**src/dac_pkg.sv**
```systemverilog
package dac_pkg;
  // Core clock.
  localparam int CLK_PERIOD_NS = 10;
  // Channel map.
  localparam int CHAN_N = 32;
  localparam int ADDR_W = 5;
  localparam int CHAN_W = 6;
  localparam int CODE_W = 14;
  localparam logic [5:0] OFFSET_CHAN = 6'h20;
  // Serial frame layout.
  localparam int FRAME_W = 24;
  localparam int READ_BIT = 23;
  localparam int OFFS_BIT = 22;
  localparam int ADDR_LSB = 17;
  localparam int BITCNT_W = 5;
  localparam logic [4:0] BIT_LAST = 5'h17;
  localparam logic [4:0] BIT_END = 5'h18;
  // Acquisition time of one input voltage.
  localparam int ACQ_TIME_NS = 2000;
  localparam int ACQ_CYCLES = (ACQ_TIME_NS + CLK_PERIOD_NS - 1) / CLK_PERIOD_NS;
  localparam int ACQ_CNT_W = 8;
  localparam logic [7:0] ACQ_LAST = 8'(ACQ_CYCLES - 1);
  // Serial clock made by the host, well below the 14 MHz ceiling.
  localparam int SCLK_PERIOD_NS = 160;
  localparam int SCLK_HALF_CYC = SCLK_PERIOD_NS / (2 * CLK_PERIOD_NS);
  localparam int DIV_W = 4;
  localparam logic [3:0] HALF_LAST = 4'(SCLK_HALF_CYC - 1);
  // Parallel write strobe width.
  localparam int STROBE_NS = 40;
  localparam logic [3:0] STROBE_LAST = 4'(STROBE_NS / CLK_PERIOD_NS - 1);
  // Positions of the link pins in the device's sampled pin vector.
  localparam int PIN_ADDR = 0;
  localparam int PIN_SDIN = 5;
  localparam int PIN_SCLK = 6;
  localparam int PIN_ALL = 7;
  localparam int PIN_OFFS = 8;
  localparam int PIN_WR_N = 9;
  localparam int PIN_CS_N = 10;
  localparam int PIN_TRACK = 11;
  localparam int PIN_SEL = 12;
  localparam int PIN_N = 13;
  localparam logic [12:0] PIN_IDLE = 13'h067F;
  // Host register map, byte addresses.
  localparam logic [4:0] REG_CTRL = 5'h00;
  localparam logic [4:0] REG_DATA = 5'h04;
  localparam logic [4:0] REG_STATUS = 5'h08;
  localparam logic [4:0] REG_MASK = 5'h0C;
  localparam logic [4:0] REG_RDBK = 5'h10;
  localparam int CTRL_SERIAL = 0;
  localparam int CTRL_TRACK = 1;
  localparam int CTRL_OFFS = 2;
  localparam int CTRL_ALL = 3;
  localparam int CTRL_READ = 4;
  localparam int CTRL_W = 5;
  localparam int CTRL_GO = 7;
  localparam int DATA_CHAN_LSB = 16;
  localparam int EVT_XFER = 0;
  localparam int EVT_ACQ = 1;
  localparam int EVT_W = 2;
  localparam int ST_RUN = 8;
  localparam int ST_LINK_BUSY = 9;
  localparam logic [12:0] CTRL_RESET = 13'h0000;
endpackage

```
**src/dac_link_if.sv**
```systemverilog
`timescale 1ns/10ps
interface dac_link_if;
  logic cs_sync_n;
  logic sclk;
  logic interface_select;
  logic track;
  logic busy_n;
  logic sdout;
  logic [4:0] channel_addr_h;
  logic addr_oe;
  logic sdin_h;
  logic sdin_oe;
  logic wr_n_h;
  logic wr_oe;
  logic offset_sel_h;
  logic offs_oe;
  logic acquire_all_h;
  logic all_oe;
  logic [4:0] channel_addr;
  logic sdin;
  logic wr_n;
  logic offset_sel;
  logic acquire_all;
  // Undriven pins fall to their internal pull level.
  assign channel_addr = addr_oe ? channel_addr_h : 5'h1F;
  assign sdin = sdin_oe ? sdin_h : 1'h1;
  assign wr_n = wr_oe ? wr_n_h : 1'h0;
  assign offset_sel = offs_oe ? offset_sel_h : 1'h0;
  assign acquire_all = all_oe ? acquire_all_h : 1'h0;
  modport dev (
    input cs_sync_n, sclk, interface_select, track, channel_addr, sdin,
    input wr_n, offset_sel, acquire_all,
    output busy_n, sdout
  );
  modport host (
    output cs_sync_n, sclk, interface_select, track, channel_addr_h,
    output addr_oe, sdin_h, sdin_oe, wr_n_h, wr_oe, offset_sel_h, offs_oe,
    output acquire_all_h, all_oe,
    input busy_n, sdout
  );
endinterface

```
**src/dac_host_end.sv**
```systemverilog
// The register offsets and the Avalon-MM slave port were decided locally.
`timescale 1ns/10ps
module dac_host_end (
  // Clock and reset
  input wire logic i_core_clk,
  input wire logic i_reset,
  // Avalon-MM slave
  input wire logic [4:0] i_avs_address,
  input wire logic i_avs_read,
  input wire logic i_avs_write,
  input wire logic [31:0] i_avs_writedata,
  output logic [31:0] o_avs_readdata,
  output logic o_avs_waitrequest,
  // Interrupt
  output logic o_irq,
  // Link pins
  dac_link_if.host link
);
  import dac_pkg::*;

  typedef enum logic [3:0] {
    H_IDLE = 4'b0001,
    H_PSTB = 4'b0010,
    H_SFRM = 4'b0100,
    H_SGAP = 4'b1000
  } host_state_t;

  host_state_t state_q;
  logic [1:0] busy_meta_q;
  logic [1:0] sdo_meta_q;
  logic busy_last_q;
  logic acc;
  logic go;
  logic rd_clr;
  logic [EVT_W-1:0] evt;
  logic [CTRL_W-1:0] ctrl_q;
  logic [31:0] data_q;
  logic [EVT_W-1:0] stat_q;
  logic [EVT_W-1:0] mask_q;
  logic [CODE_W-1:0] rdbk_q;
  logic [DIV_W-1:0] div_q;
  logic [BITCNT_W-1:0] bit_q;
  logic [FRAME_W-1:0] tx_q;
  logic [FRAME_W-1:0] rx_q;
  logic second_q;
  logic done;
  logic cs_n_q;
  logic wr_n_q;
  logic sclk_q;
  logic all_q;

  // The request is taken at the edge where waitrequest is seen low.
  assign acc = (i_avs_read || i_avs_write) && !o_avs_waitrequest;
  assign go = acc && i_avs_write && i_avs_address == REG_CTRL
              && i_avs_writedata[CTRL_GO] && state_q == H_IDLE;
  assign rd_clr = acc && i_avs_read && i_avs_address == REG_STATUS;
  assign done = (state_q == H_PSTB && div_q == STROBE_LAST)
                || (state_q == H_SGAP && div_q == HALF_LAST && !second_q);
  assign evt = {busy_meta_q[1] && !busy_last_q, done};

  always_ff @(posedge i_core_clk) begin
    if (i_reset) begin
      busy_meta_q <= 2'b11;
      sdo_meta_q <= 2'b00;
      busy_last_q <= 1'b1;
    end else begin
      busy_meta_q <= {busy_meta_q[0], link.busy_n};
      sdo_meta_q <= {sdo_meta_q[0], link.sdout};
      busy_last_q <= busy_meta_q[1];
    end
  end

  always_ff @(posedge i_core_clk) begin
    if (i_reset) begin
      o_avs_waitrequest <= 1'b1;
      o_avs_readdata <= 32'h00000000;
    end else begin
      o_avs_waitrequest <= !((i_avs_read || i_avs_write)
                             && o_avs_waitrequest);
      unique case (i_avs_address)
        REG_CTRL: o_avs_readdata <= {27'h0000000, ctrl_q};
        REG_DATA: o_avs_readdata <= data_q;
        REG_STATUS: o_avs_readdata <= {22'h000000, !busy_meta_q[1],
                                       state_q != H_IDLE, 6'h00, stat_q};
        REG_MASK: o_avs_readdata <= {30'h00000000, mask_q};
        REG_RDBK: o_avs_readdata <= {18'h00000, rdbk_q};
        default: o_avs_readdata <= 32'h00000000;
      endcase
    end
  end

  // A new event in the clearing read's cycle survives the clear.
  // Only the bits that the read returned are cleared, so an event that
  // lands between the data capture and the clear is not lost.
  always_ff @(posedge i_core_clk) begin
    if (i_reset) begin
      ctrl_q <= 5'h00;
      data_q <= 32'h00000000;
      mask_q <= 2'h0;
      stat_q <= 2'h0;
      o_irq <= 1'b0;
    end else begin
      if (acc && i_avs_write && i_avs_address == REG_CTRL
          && state_q == H_IDLE) begin
        ctrl_q <= i_avs_writedata[CTRL_W-1:0];
      end
      if (acc && i_avs_write && i_avs_address == REG_DATA) begin
        data_q <= i_avs_writedata & 32'h001F3FFF;
      end
      if (acc && i_avs_write && i_avs_address == REG_MASK) begin
        mask_q <= i_avs_writedata[EVT_W-1:0];
      end
      stat_q <= (stat_q & ~(rd_clr ? o_avs_readdata[EVT_W-1:0] : 2'h0))
                | evt;
      o_irq <= |(stat_q & mask_q);
    end
  end

  // Serial words carry read and offset flags, channel, then code.
  always_ff @(posedge i_core_clk) begin
    if (i_reset) begin
      state_q <= H_IDLE;
      div_q <= 4'h0;
      bit_q <= 5'h00;
      tx_q <= 24'h000000;
      rx_q <= 24'h000000;
      second_q <= 1'b0;
      rdbk_q <= 14'h0000;
      cs_n_q <= 1'b1;
      wr_n_q <= 1'b1;
      sclk_q <= 1'b1;
      all_q <= 1'b0;
    end else begin
      div_q <= div_q + 4'h1;
      unique case (state_q)
        H_IDLE: begin
          div_q <= 4'h0;
          bit_q <= 5'h00;
          sclk_q <= 1'b1;
          tx_q <= {i_avs_writedata[CTRL_READ], i_avs_writedata[CTRL_OFFS],
                   data_q[DATA_CHAN_LSB +: ADDR_W], 3'h0,
                   data_q[CODE_W-1:0]};
          second_q <= i_avs_writedata[CTRL_READ];
          if (go) begin
            cs_n_q <= 1'b0;
            wr_n_q <= i_avs_writedata[CTRL_SERIAL];
            all_q <= i_avs_writedata[CTRL_ALL]
                     && !i_avs_writedata[CTRL_SERIAL];
            state_q <= i_avs_writedata[CTRL_SERIAL] ? H_SFRM : H_PSTB;
          end
        end
        H_PSTB: begin
          if (div_q == STROBE_LAST) begin
            cs_n_q <= 1'b1;
            wr_n_q <= 1'b1;
            all_q <= 1'b0;
            state_q <= H_IDLE;
          end
        end
        H_SFRM: begin
          if (div_q == HALF_LAST) begin
            div_q <= 4'h0;
            sclk_q <= !sclk_q;
            if (sclk_q) begin
              rx_q <= {rx_q[FRAME_W-2:0], sdo_meta_q[1]};
              bit_q <= bit_q + 5'h01;
            end else if (bit_q == BIT_END) begin
              cs_n_q <= 1'b1;
              state_q <= H_SGAP;
            end else begin
              tx_q <= {tx_q[FRAME_W-2:0], 1'b0};
            end
          end
        end
        H_SGAP: begin
          bit_q <= 5'h00;
          if (div_q == HALF_LAST) begin
            div_q <= 4'h0;
            if (second_q) begin
              tx_q <= {ctrl_q[CTRL_READ], ctrl_q[CTRL_OFFS],
                       data_q[DATA_CHAN_LSB +: ADDR_W], 3'h0,
                       data_q[CODE_W-1:0]};
              cs_n_q <= 1'b0;
              second_q <= 1'b0;
              state_q <= H_SFRM;
            end else begin
              if (ctrl_q[CTRL_READ]) begin
                rdbk_q <= rx_q[FRAME_W-1 -: CODE_W];
              end
              state_q <= H_IDLE;
            end
          end
        end
      endcase
    end
  end

  // Parallel pins are released in serial mode and fall to their pulls.
  assign link.cs_sync_n = cs_n_q;
  assign link.wr_n_h = wr_n_q;
  assign link.sclk = sclk_q;
  assign link.sdin_h = tx_q[FRAME_W-1];
  assign link.interface_select = ctrl_q[CTRL_SERIAL];
  assign link.track = ctrl_q[CTRL_TRACK];
  assign link.channel_addr_h = data_q[DATA_CHAN_LSB +: ADDR_W];
  assign link.offset_sel_h = ctrl_q[CTRL_OFFS];
  assign link.acquire_all_h = all_q;
  assign link.addr_oe = !ctrl_q[CTRL_SERIAL];
  assign link.wr_oe = !ctrl_q[CTRL_SERIAL];
  assign link.offs_oe = !ctrl_q[CTRL_SERIAL];
  assign link.all_oe = !ctrl_q[CTRL_SERIAL];
  assign link.sdin_oe = ctrl_q[CTRL_SERIAL];
endmodule

```
**src/flat_wrapper.sv**
```systemverilog
// flat-port wrapper written by rule: the top's interface ports become plain ports
module dac_host_end_flat import dac_pkg::*;
  (i_core_clk, i_reset, i_avs_address, i_avs_read, i_avs_write, i_avs_writedata, o_avs_readdata, o_avs_waitrequest, o_irq, link_cs_sync_n, link_sclk, link_interface_select, link_track, link_channel_addr_h, link_addr_oe, link_sdin_h, link_sdin_oe, link_wr_n_h, link_wr_oe, link_offset_sel_h, link_offs_oe, link_acquire_all_h, link_all_oe, link_busy_n, link_sdout);
  dac_link_if link_i ();
  input wire logic i_core_clk;
  input wire logic i_reset;
  input wire logic [4:0] i_avs_address;
  input wire logic i_avs_read;
  input wire logic i_avs_write;
  input wire logic [31:0] i_avs_writedata;
  output logic [31:0] o_avs_readdata;
  output logic o_avs_waitrequest;
  output logic o_irq;
  output wire logic [$bits(link_i.cs_sync_n)-1:0] link_cs_sync_n;
  output wire logic [$bits(link_i.sclk)-1:0] link_sclk;
  output wire logic [$bits(link_i.interface_select)-1:0] link_interface_select;
  output wire logic [$bits(link_i.track)-1:0] link_track;
  output wire logic [$bits(link_i.channel_addr_h)-1:0] link_channel_addr_h;
  output wire logic [$bits(link_i.addr_oe)-1:0] link_addr_oe;
  output wire logic [$bits(link_i.sdin_h)-1:0] link_sdin_h;
  output wire logic [$bits(link_i.sdin_oe)-1:0] link_sdin_oe;
  output wire logic [$bits(link_i.wr_n_h)-1:0] link_wr_n_h;
  output wire logic [$bits(link_i.wr_oe)-1:0] link_wr_oe;
  output wire logic [$bits(link_i.offset_sel_h)-1:0] link_offset_sel_h;
  output wire logic [$bits(link_i.offs_oe)-1:0] link_offs_oe;
  output wire logic [$bits(link_i.acquire_all_h)-1:0] link_acquire_all_h;
  output wire logic [$bits(link_i.all_oe)-1:0] link_all_oe;
  input wire logic [$bits(link_i.busy_n)-1:0] link_busy_n;
  input wire logic [$bits(link_i.sdout)-1:0] link_sdout;
  assign link_cs_sync_n = link_i.cs_sync_n;
  assign link_sclk = link_i.sclk;
  assign link_interface_select = link_i.interface_select;
  assign link_track = link_i.track;
  assign link_channel_addr_h = link_i.channel_addr_h;
  assign link_addr_oe = link_i.addr_oe;
  assign link_sdin_h = link_i.sdin_h;
  assign link_sdin_oe = link_i.sdin_oe;
  assign link_wr_n_h = link_i.wr_n_h;
  assign link_wr_oe = link_i.wr_oe;
  assign link_offset_sel_h = link_i.offset_sel_h;
  assign link_offs_oe = link_i.offs_oe;
  assign link_acquire_all_h = link_i.acquire_all_h;
  assign link_all_oe = link_i.all_oe;
  assign link_i.busy_n = link_busy_n;
  assign link_i.sdout = link_sdout;
  dac_host_end u_core (.i_core_clk(i_core_clk), .i_reset(i_reset), .i_avs_address(i_avs_address), .i_avs_read(i_avs_read), .i_avs_write(i_avs_write), .i_avs_writedata(i_avs_writedata), .o_avs_readdata(o_avs_readdata), .o_avs_waitrequest(o_avs_waitrequest), .o_irq(o_irq), .link(link_i));
endmodule
```
**config.mk**
```make
export PLATFORM = sky130hd
export DESIGN_NAME = dac_host_end_flat
export DESIGN_NICKNAME = d
export VERILOG_FILES = /design/src/dac_pkg.sv /design/src/dac_link_if.sv /design/src/dac_host_end.sv /design/src/flat_wrapper.sv
export SDC_FILE = /design/constraint.sdc
export NUM_CORES = 1
export LEC_CHECK = 0
export BUFFER_PORTS_ARGS = -buffer_cell sky130_fd_sc_hd__buf_2
export CAP_MARGIN = 30
export CORE_MARGIN = 5
export CORE_UTILIZATION = 40
export DETAILED_ROUTE_END_ITERATION = 12
export GPL_ROUTABILITY_DRIVEN = 1
export GPL_TIMING_DRIVEN = 0
export PLACE_DENSITY = 0.61
export REMOVE_ABC_BUFFERS = 1
export SLEW_MARGIN = 20
export SYNTH_ARGS = -nofsm -noshare
export SYNTH_HDL_FRONTEND = slang
export SYNTH_SLANG_ARGS = --single-unit
```
**constraint.sdc**
```tcl
create_clock -name i_core_clk -period 4.3 [get_ports i_core_clk]
set_input_delay 0.43 -clock i_core_clk [delete_from_list [all_inputs] [get_ports i_core_clk]]
set_output_delay 0.43 -clock i_core_clk [all_outputs]
set_load 0.02 [all_outputs]
```
==> results.sh, run 1 <==
export IMPL_drive_gt1_share_pct=18.8
export IMPL_yosysSeqAreaShare_pct=46.9
export IMPL_synthTopCellsByArea="dfxtp_1 47%, mux2i_1 7.9%, nand2_1 6.6%"
export IMPL_cpLargestDelayFamily="simple AND/OR/NAND/NOR gates"
export IMPL_p_leak_nw=2.65
export IMPL_grt_pass1_vias=4353
export IMPL_yosysUniqueCellTypes=51
export IMPL_grt_pass1_wl_um=21500
export IMPL_clock_latency_ns=0.42
export IMPL_synth_top_area_share_pct=46.9
export IMPL_worst_pin_slew_ns=0.935
export IMPL_status="finished clean"
export IMPL_overflow=0
export IMPL_setup_viol=0
export IMPL_syn_inst=636
export IMPL_htreeDepth=4
export IMPL_core_um2=13900
export IMPL_crit_chain="nor4b_4 -> buf_4 -> nand3_1 -> a31o_1 -> buf_8 -> mux2_4"
export IMPL_fmax_ghz=0.336
export IMPL_num_io_pins=95
export IMPL_tritoncts="done"
export IMPL_yosysTopAreaCell="dfxtp_1"
export IMPL_routedWlPerCell_um=15.0
export IMPL_dp_hpwl_um=8880
export IMPL_rsz0062_at_grt="false"
export IMPL_synth_area_per_cell_um2=8.99
export IMPL_yosys_warnings=0
export IMPL_start_util_pct=41.0
export IMPL_place_congestion=0.824
export IMPL_antenna_found_initial=0
export IMPL_vias=4534
export IMPL_drt_total_wl_um=13000
export IMPL_path_max_fanout=16
export IMPL_die_width_um=130
export IMPL_cts_sinks=134
export IMPL_dr_first_iter_drc_count=268
export IMPL_cts_made_buffers=17
export IMPL_max_stage_delay_ns=0.74
export IMPL_cts_hold_buf=0
export IMPL_ys_seq_elements=134
export IMPL_drc_errors=0
export IMPL_nNetsFinal=723
export IMPL_period_share_pct=69.2
export IMPL_worst_path_max_delay_cell="nor4b_4"
export IMPL_io_buffers=68
export IMPL_start_kind="flop"
export IMPL_irDropWorstVdd_mv=0.241
export IMPL_area_delta_synth_final_pct=16.2
export IMPL_path_class="flop to flop"
export IMPL_cp_required_ns=4.60
export IMPL_n_antenna_cell=0
export IMPL_p_total_mw=2.87
export IMPL_finalHoldViolations=0
export IMPL_via_per_inst=5.21
export IMPL_cts_max_path_buffers=2
export IMPL_synth_ff_type="dfxtp_1"
export IMPL_rows=43
export IMPL_cts_resized=0
export IMPL_power_density_nw_per_um2=433
export IMPL_place_area_um2=6080
export IMPL_grt_max_degree=85
export IMPL_cp_num_buf_inv=2
export IMPL_slew_headroom_pct=37.7
export IMPL_min_period_ns=2.97
export IMPL_cts_root_buf="clkbuf_16"
export IMPL_postCtsSetupBuffers=0
export IMPL_synth_edf_count=0
export IMPL_die_area_um2=16800
export IMPL_drv_cap=0
export IMPL_holdCritPathClass="primary input to flop"
export IMPL_async_reset_ff_share_pct=0
export IMPL_final_max_slew_violation_count=0
export IMPL_fin_worst_skew_ns=0.00918
export IMPL_worstPathArrival_ns=3.28
export IMPL_postLayoutCellArea_um2=6640
export IMPL_tns_ns=0
export IMPL_grtUsageTotal_pct=16.2
export IMPL_syn_area_um2=5720
export IMPL_firstDrtPassIters=5
export IMPL_end_kind="flop"
export IMPL_clkTransAtPathRegs_ns=0.05
export IMPL_die_h_um=130
export IMPL_ant_nets=0
==> state kept, by name, summed over array words and instances, names as in the netlist <==
register and count:
u_core.link.acquire_all_h 1, u_core.second_q 1, u_core.sdo_meta_q 2, u_core.link.sclk 1, u_core.rx_q 24, u_core.data_q 19
u_core.tx_q 24, u_core.state_q 4, u_core.rdbk_q 14, u_core.link.wr_n_h 1, u_core.o_avs_waitrequest 1, u_core.o_irq 1
u_core.bit_q 5, u_core.mask_q 2, u_core.ctrl_q 5, u_core.link.cs_sync_n 1, u_core.stat_q 2, u_core.div_q 4
u_core.o_avs_readdata 19, u_core.busy_meta_q 2, u_core.busy_last_q 1
==> per-layer routing <==
layer | wire length (um) | track usage (%)
met1 | 5820 | 20.9
met2 | 6220 | 26.1
met3 | 766 | 3.38
met4 | 238 | 7.70
met5 | 0 | 0
==> worst reg2reg max path, cell delays in order (launching register included) <==
cell	delay, ns
dfxtp_1	0.64
nor4b_4	0.74
buf_4	0.35
nand3_1	0.14
a31o_1	0.42
buf_8	0.26
mux2_4	0.30
==> report_power, final <==
group	leakage, nW	total [mW]	switching (mW)	internal, mW
Combinational	1.31	0.228	0.142	0.0863
Clock	0.267	1.36	0.500	0.863
Sequential	1.08	1.28	0.0207	1.26
==> worst paths after layout <==
kind	startpoint	endpoint	slack, ns	cells after the start
setup / recovery	u_core.state_q[2]$_SDFFE_PP0P_	u_core.tx_q[17]$_SDFFE_PP0P_	1.33	6
setup reg to reg	u_core.state_q[2]$_SDFFE_PP0P_	u_core.tx_q[17]$_SDFFE_PP0P_	1.33	6
hold / removal	link_busy_n	u_core.busy_meta_q[0]$_SDFF_PP1_	0.20	2
hold reg to reg	u_core.busy_meta_q[0]$_SDFF_PP1_	u_core.busy_meta_q[1]$_SDFF_PP1_	0.41	1
==> placed cells by master, fill, tap and decap left out, types with 11 or more instances in the layout <==
cell	instances
nor2b_1	26
a21oi_1	55
conb_1	13
nand3_1	15
clkbuf_16	17
mux2i_1	45
buf_2	67
dfxtp_1	134
nand2_1	101
nor2_1	69
a22oi_1	11
==> final cells by class <==
cell class                 instances  area [um^2]
clock buffer                      23          458
tap                              180          225
sequential                       134         2680
fill                            1345         7290
clock inverter                     9          103
multi-input combinational        441         2700
timing repair buffer              74          438
inverter                           9         33.8
==> cells by family (layout without fill, tap and decap cells) <==
| logic type | after synthesis | count (layout) | synth area share, % |
|---|---|---|---|
| DFF | 134 | 134 | 46.9 |
| other | 1 | 13 | 0.0656 |
| AOI/OAI and AO/OA | 98 | 98 | 10.7 |
| buffers and inverters | 73 | 115 | 6.74 |
| xor gates and xnor gates | 5 | 5 | 0.766 |
| and+or+nand+nor | 256 | 256 | 21.4 |
| adders and majority gates | 3 | 3 | 0.657 |
| muxes | 66 | 66 | 12.7 |
==> cells in the mapped netlist, types with 10 or more instances <==
master,n
dfxtp_1,134
nand2_1,101
nor2_1,69
a21oi_1,55
mux2i_1,45
clkbuf_1,31
nor2b_1,26
buf_4,23
nand3_1,15
a22oi_1,11
mux2_4,10
==> stage by stage <==
stage          hold WS (ns)  util [%]  setup WS (ns)  std cells
3_3_place_gp          0.393      42.9         -0.280        832
6_report              0.195      47.7           1.33        870
2_1_floorplan         0.389         -           1.57        584
5_1_grt               0.185      47.7           1.14        870
3_5_place_dp          0.399      43.6           1.32        838
4_1_cts               0.179      47.7           1.32        870
(Power assumes the default switching activity.)
==> run 2, diff against run 1 <==
- ABC_AREA: unset -> 1
- clock period: 4.3 -> 2.83 ns (I/O delays scaled with it)
==> run 2 against run 1 <==
Against the previous run: maximum frequency is 40% higher; setup slack got worse by 0.63 ns; power rose by 100%; worst hold slack got worse by 0.15 ns; global-route usage grew 0.091 points; flip-flop and latch count unchanged; critical path type unchanged; area after synthesis decreased by 1.6%; largest cell class is now sequential cells; wire length shrank 0.99%.
==> results.sh, run 2 <==
export IMPL_tritoncts="done"
export IMPL_max_stage_delay_ns=0.48
export IMPL_n_antenna_cell=0
export IMPL_multi_input_area_um2=2390
export IMPL_htreeDepth=4
export IMPL_rsz0062_at_grt="false"
export IMPL_grtUsageTotal_pct=16.3
export IMPL_synth_edf_count=0
export IMPL_finalHoldViolations=0
export IMPL_path_max_fanout=26
export IMPL_place_congestion=0.843
export IMPL_area_delta_synth_final_pct=17.2
export IMPL_fmax_ghz=0.469
export IMPL_ys_seq_elements=134
export IMPL_firstDrtPassIters=4
export IMPL_regArea_um2=2680
export IMPL_die_width_um=129
export IMPL_cts_sinks=134
export IMPL_dp_slack_ns=0.522
export IMPL_end_kind="flop"
export IMPL_reg2reg_depth=7
export IMPL_worstPathArrival_ns=2.48
export IMPL_synth_top_area_share_pct=47.7
export IMPL_drv_cap=0
export IMPL_p_leak_nw=2.90
export IMPL_core_um2=13800
export IMPL_yosysSeqAreaShare_pct=47.7
export IMPL_io_buffers=68
export IMPL_grt_pass1_vias=4264
export IMPL_syn_inst=741
export IMPL_via_per_inst=4.85
export IMPL_clkTransAtPathRegs_ns=0.05
export IMPL_num_io_pins=95
export IMPL_worst_pin_slew_ns=0.879
export IMPL_ant_nets=0
export IMPL_irDropWorstVdd_mv=0.427
export IMPL_yosys_warnings=0
export IMPL_synth_ff_type="dfxtp_1"
export IMPL_final_max_slew_violation_count=0
export IMPL_overflow=0
export IMPL_synth_most_common_cell="dfxtp_1"
export IMPL_drt_total_wl_um=12900
export IMPL_grt_pass1_wl_um=21500
export IMPL_slew_headroom_pct=41.4
export IMPL_die_h_um=129
export IMPL_start_util_pct=40.7
export IMPL_cts_max_path_buffers=2
export IMPL_top_regs="u_core.rx_q (24), u_core.tx_q (24)"
export IMPL_setup_viol=0
export IMPL_final_util_pct=47.6
export IMPL_cp_required_ns=3.18
export IMPL_dp_hpwl_um=8360
export IMPL_status="finished clean"
export IMPL_vias=4745
export IMPL_syn_area_um2=5620
export IMPL_cpLargestDelayFamily="simple AND/OR/NAND/NOR gates"
export IMPL_crit_chain="ha_1 -> nand3_2 -> o21ai_2 -> nand2_2 -> nor2_8 -> nand2_1 -> a21oi_2"
export IMPL_whs_ns=0.0441
export IMPL_layout_common_cells="134 x dfxtp_1, 116 x nor2_1, 106 x nand2_1"
export IMPL_synth_common_cells="134 x dfxtp_1, 117 x nor2_1, 106 x nand2_1"
export IMPL_cp_num_cells=7
export IMPL_cts_resized=0
export IMPL_dr_first_iter_drc_count=409
export IMPL_cts_made_buffers=17
export IMPL_rows=43
export IMPL_nNetsFinal=831
export IMPL_cts_root_buf="clkbuf_16"
export IMPL_period_share_pct=75.3
export IMPL_fin_worst_skew_ns=0.0177
export IMPL_holdCritPathClass="primary input to flop"
export IMPL_nFillCells=1374
export IMPL_cp_num_buf_inv=0
export IMPL_worst_path_max_delay_cell="nor2_8"
export IMPL_holdPathStages=2
export IMPL_cts_hold_buf=0
export IMPL_yosysTopAreaCell="dfxtp_1"
export IMPL_path_class="flop to flop"
export IMPL_drc_errors=0
export IMPL_yosysUniqueCellTypes=36
export IMPL_power_density_nw_per_um2=887
export IMPL_routedWlPerCell_um=13.2
export IMPL_setup_ws_ns=0.699
export IMPL_async_reset_ff_share_pct=0
export IMPL_antenna_found_initial=0
export IMPL_postLayoutCellArea_um2=6590
export IMPL_clock_latency_ns=0.42
export IMPL_drive_gt1_share_pct=17.2
export IMPL_die_area_um2=16500
export IMPL_layout_commonest_cell="dfxtp_1"
export IMPL_start_kind="flop"
export IMPL_postCtsSetupBuffers=0
export IMPL_min_period_ns=2.13
export IMPL_synthTopCellsByArea="dfxtp_1 48%, nor2_1 7.8%, o21ai_0 7.3%"
export IMPL_grt_max_degree=100
export IMPL_synth_area_per_cell_um2=7.59
export IMPL_place_area_um2=5930
run 2: worst paths after layout:
kind	start	to	slack, ns
max	u_core.div_q[0]$_SDFF_PP0_	u_core.tx_q[21]$_SDFFE_PP0P_	0.70
max reg2reg	u_core.div_q[0]$_SDFF_PP0_	u_core.tx_q[21]$_SDFFE_PP0P_	0.70
min	link_busy_n	u_core.busy_meta_q[0]$_SDFF_PP1_	0.04
min reg2reg	u_core.sdo_meta_q[0]$_SDFF_PP0_	u_core.sdo_meta_q[1]$_SDFF_PP0_	0.40
run 2: cell families after synthesis:
family	count (synthesis)	synth area share, %
other	1	0.0667
adders and majority gates	3	0.668
AOI/OAI and AO/OA	173	16.3
buffers and inverters	124	10.7
and+or+nand+nor	302	23.9
xor gates and xnor gates	4	0.623
DFF	134	47.7
run 2: report_power, final:
| part | internal [mW] | switching [mW] |
|---|---|---|
| combinational | 0.350 | 0.812 |
| sequential | 2.11 | 0.124 |
| clock | 1.65 | 0.794 |
| total | 4.11 | 1.73 |
run 2: metrics by stage:
step / setup TNS [ns] / cells / power, mW
global route: 0 / 978 / 6.19
CTS: 0 / 978 / 5.90
detailed placement: 0 / 946 / 3.44
global placement: -105.30 / 944 / 3.42
floorplan: 0 / 696 / 3.11
finish: 0 / 978 / 5.84
run 2: area by class of cell:
type | count | area share, %
multi-input cells | 495 | 36.3
clock buffers | 24 | 7.47
flip-flops and latches | 134 | 40.7
well taps | 180 | 3.42
inverters | 67 | 3.89
clock inverters | 8 | 2.55
repair buffers | 70 | 5.64
run 2: metal layers:
layer | share of wire (%) | wire length, um | global-route usage [%]
met1 | 48 | 6180 | 22.6
met2 | 46 | 5930 | 24.1
met3 | 4.3 | 553 | 3.78
met4 | 1.9 | 246 | 7.47
met5 | 0 | 0 | 0
==> run 3, diff against run 2 <==
- clock period: 2.83 -> 2 ns (I/O delays scaled with it)
==> run 3 against run 2 <==
Against the previous run: core utilization is 1.6 points higher; clock power is 42% higher; power is 48% higher; largest cell class unchanged; via count is 2.0% higher; maximum frequency is 13% higher; clock skew is 0.0081 ns lower; critical path depth is 3 higher; sequential share of layout area is 1.3 points lower; worst hold slack worse by 0.022 ns; sequential power is 42% higher; setup slack worse by 0.59 ns.
==> results.sh, run 3 (synthesis gave the netlist of run 2 again) <==
export IMPL_p_leak_nw=3.01
export IMPL_cts_root_buf="clkbuf_16"
export IMPL_num_io_pins=95
export IMPL_cts_max_path_buffers=2
export IMPL_area_delta_synth_final_pct=21.0
export IMPL_clkTransAtPathRegs_ns=0.06
export IMPL_finalHoldViolations=0
export IMPL_overflow=0
export IMPL_vias=4841
export IMPL_rrSetupSlack_ns=0.11
export IMPL_layout_commonest_cell="dfxtp_1"
export IMPL_path_class="flop to flop"
export IMPL_ant_nets=0
export IMPL_start_kind="flop"
export IMPL_cts_sinks=134
export IMPL_firstDrtPassIters=5
export IMPL_die_width_um=129
export IMPL_grtUsageTotal_pct=16.6
export IMPL_fmax_ghz=0.528
export IMPL_top_regs="u_core.rx_q (24), u_core.tx_q (24)"
export IMPL_grt_max_degree=100
export IMPL_grt_pass1_wl_um=21900
export IMPL_p_total_mw=8.63
export IMPL_setup_ws_ns=0.107
export IMPL_holdCritPathClass="primary input to flop"
export IMPL_worst_path_max_delay_cell="dfxtp_1"
export IMPL_core_um2=13800
export IMPL_regArea_um2=2680
export IMPL_routedWlPerCell_um=13.5
export IMPL_worst_pin_slew_ns=0.883
export IMPL_start_util_pct=40.7
export IMPL_final_util_pct=49.2
export IMPL_crit_path_frequent_cell="nor2_4"
export IMPL_dr_first_iter_drc_count=428
export IMPL_tritoncts="done"
export IMPL_cts_made_buffers=17
export IMPL_antenna_found_initial=0
export IMPL_max_stage_delay_ns=0.33
export IMPL_slew_headroom_pct=41.1
export IMPL_power_density_nw_per_um2=1270
export IMPL_final_max_slew_violation_count=0
export IMPL_period_share_pct=94.7
export IMPL_min_period_ns=1.89
export IMPL_die_h_um=129
export IMPL_path_max_fanout=8
export IMPL_dp_hpwl_um=8360
export IMPL_cp_required_ns=2.27
export IMPL_status="finished clean"
export IMPL_nFillCells=1358
export IMPL_multi_input_area_um2=2470
export IMPL_drt_total_wl_um=13500
export IMPL_worstPathArrival_ns=2.16
export IMPL_htreeDepth=4
export IMPL_end_kind="flop"
export IMPL_drc_errors=0
export IMPL_rows=43
export IMPL_place_congestion=0.843
export IMPL_setup_viol=0
export IMPL_nNetsFinal=849
export IMPL_drive_gt1_share_pct=18.3
export IMPL_io_buffers=68
export IMPL_crit_chain="inv_1 -> nand2_2 -> nor2_4 -> nand2_1 -> inv_2 -> nor2_4 -> buf_12 -> buf_4 -> o21ai_0 -> a21oi_2"
export IMPL_grt_pass1_vias=4320
export IMPL_fin_worst_skew_ns=0.00953
export IMPL_dp_slack_ns=-0.225
export IMPL_layout_common_cells="134 x dfxtp_1, 116 x nor2_1, 106 x nand2_1"
export IMPL_clock_latency_ns=0.42
export IMPL_irDropWorstVdd_mv=0.637
export IMPL_die_area_um2=16500
export IMPL_drv_cap=0
export IMPL_n_antenna_cell=0
export IMPL_via_per_inst=4.86
## run 3: layer usage
layer,global-route usage (%),up-vias,share of wire [%]
met1,22.8,2219,47
met3,3.86,17,4.7
met2,24.9,95,46
li1,-,2510,-
met4,7.54,0,1.6
met5,0,-,0
## run 3: final timing paths
check,from,endpoint,depth (start not counted)
min reg2reg,u_core.sdo_meta_q[0]$_SDFF_PP0_,u_core.sdo_meta_q[1]$_SDFF_PP0_,2
max,u_core.state_q[0]$_SDFFE_PP1P_,u_core.tx_q[0]$_SDFFE_PP0P_,10
max reg2reg,u_core.state_q[0]$_SDFFE_PP1P_,u_core.tx_q[0]$_SDFFE_PP0P_,10
min,i_avs_read,u_core.o_avs_waitrequest$_SDFF_PP1_,2
## run 3: what timing repair did
item,CTS,global route
setup buffers,2,7
hold buffers,6,0
gates resized for setup,2,7
setup endpoints to repair,25,60
endpoints found under the hold margin,6,0
pin swaps,2,3
gates cloned,1,2
## run 3: critical path: cells and delay by family (launching register included)
family	cells	cell delay, ns
AOI/OAI and AO/OA	2	0.29
buffers and inverters	4	0.53
DFF	1	0.33
and+or+nand+nor	4	0.59
## run 3: area by class of cell
class                   count  area share (%)
well taps                 180            3.31
clock buffers              24            7.23
clock inverters             8            2.46
inverters                  67            3.81
repair buffers             85            7.52
multi-input cells         498            36.2
flip-flops and latches    134            39.4
## run 3: metrics by stage
stage | cell area [um^2] | hold slack, ns | setup TNS, ns | std cells
3_3_place_gp | 5880 | 0.385 | -187.80 | 944
6_report | 6800 | 0.0218 | 0 | 996
2_1_floorplan | 5320 | 0.262 | -8.59 | 696
4_1_cts | 6680 | 0.00275 | 0 | 987
3_5_place_dp | 5930 | 0.387 | -10.72 | 946
5_1_grt | 6800 | 0.0218 | -0.0158 | 996
## run 3: report_power, final
part / internal (mW) / switching, mW
sequential: 2.98 / 0.179
combinational: 0.698 / 1.30
clock: 2.34 / 1.13
total: 6.02 / 2.60
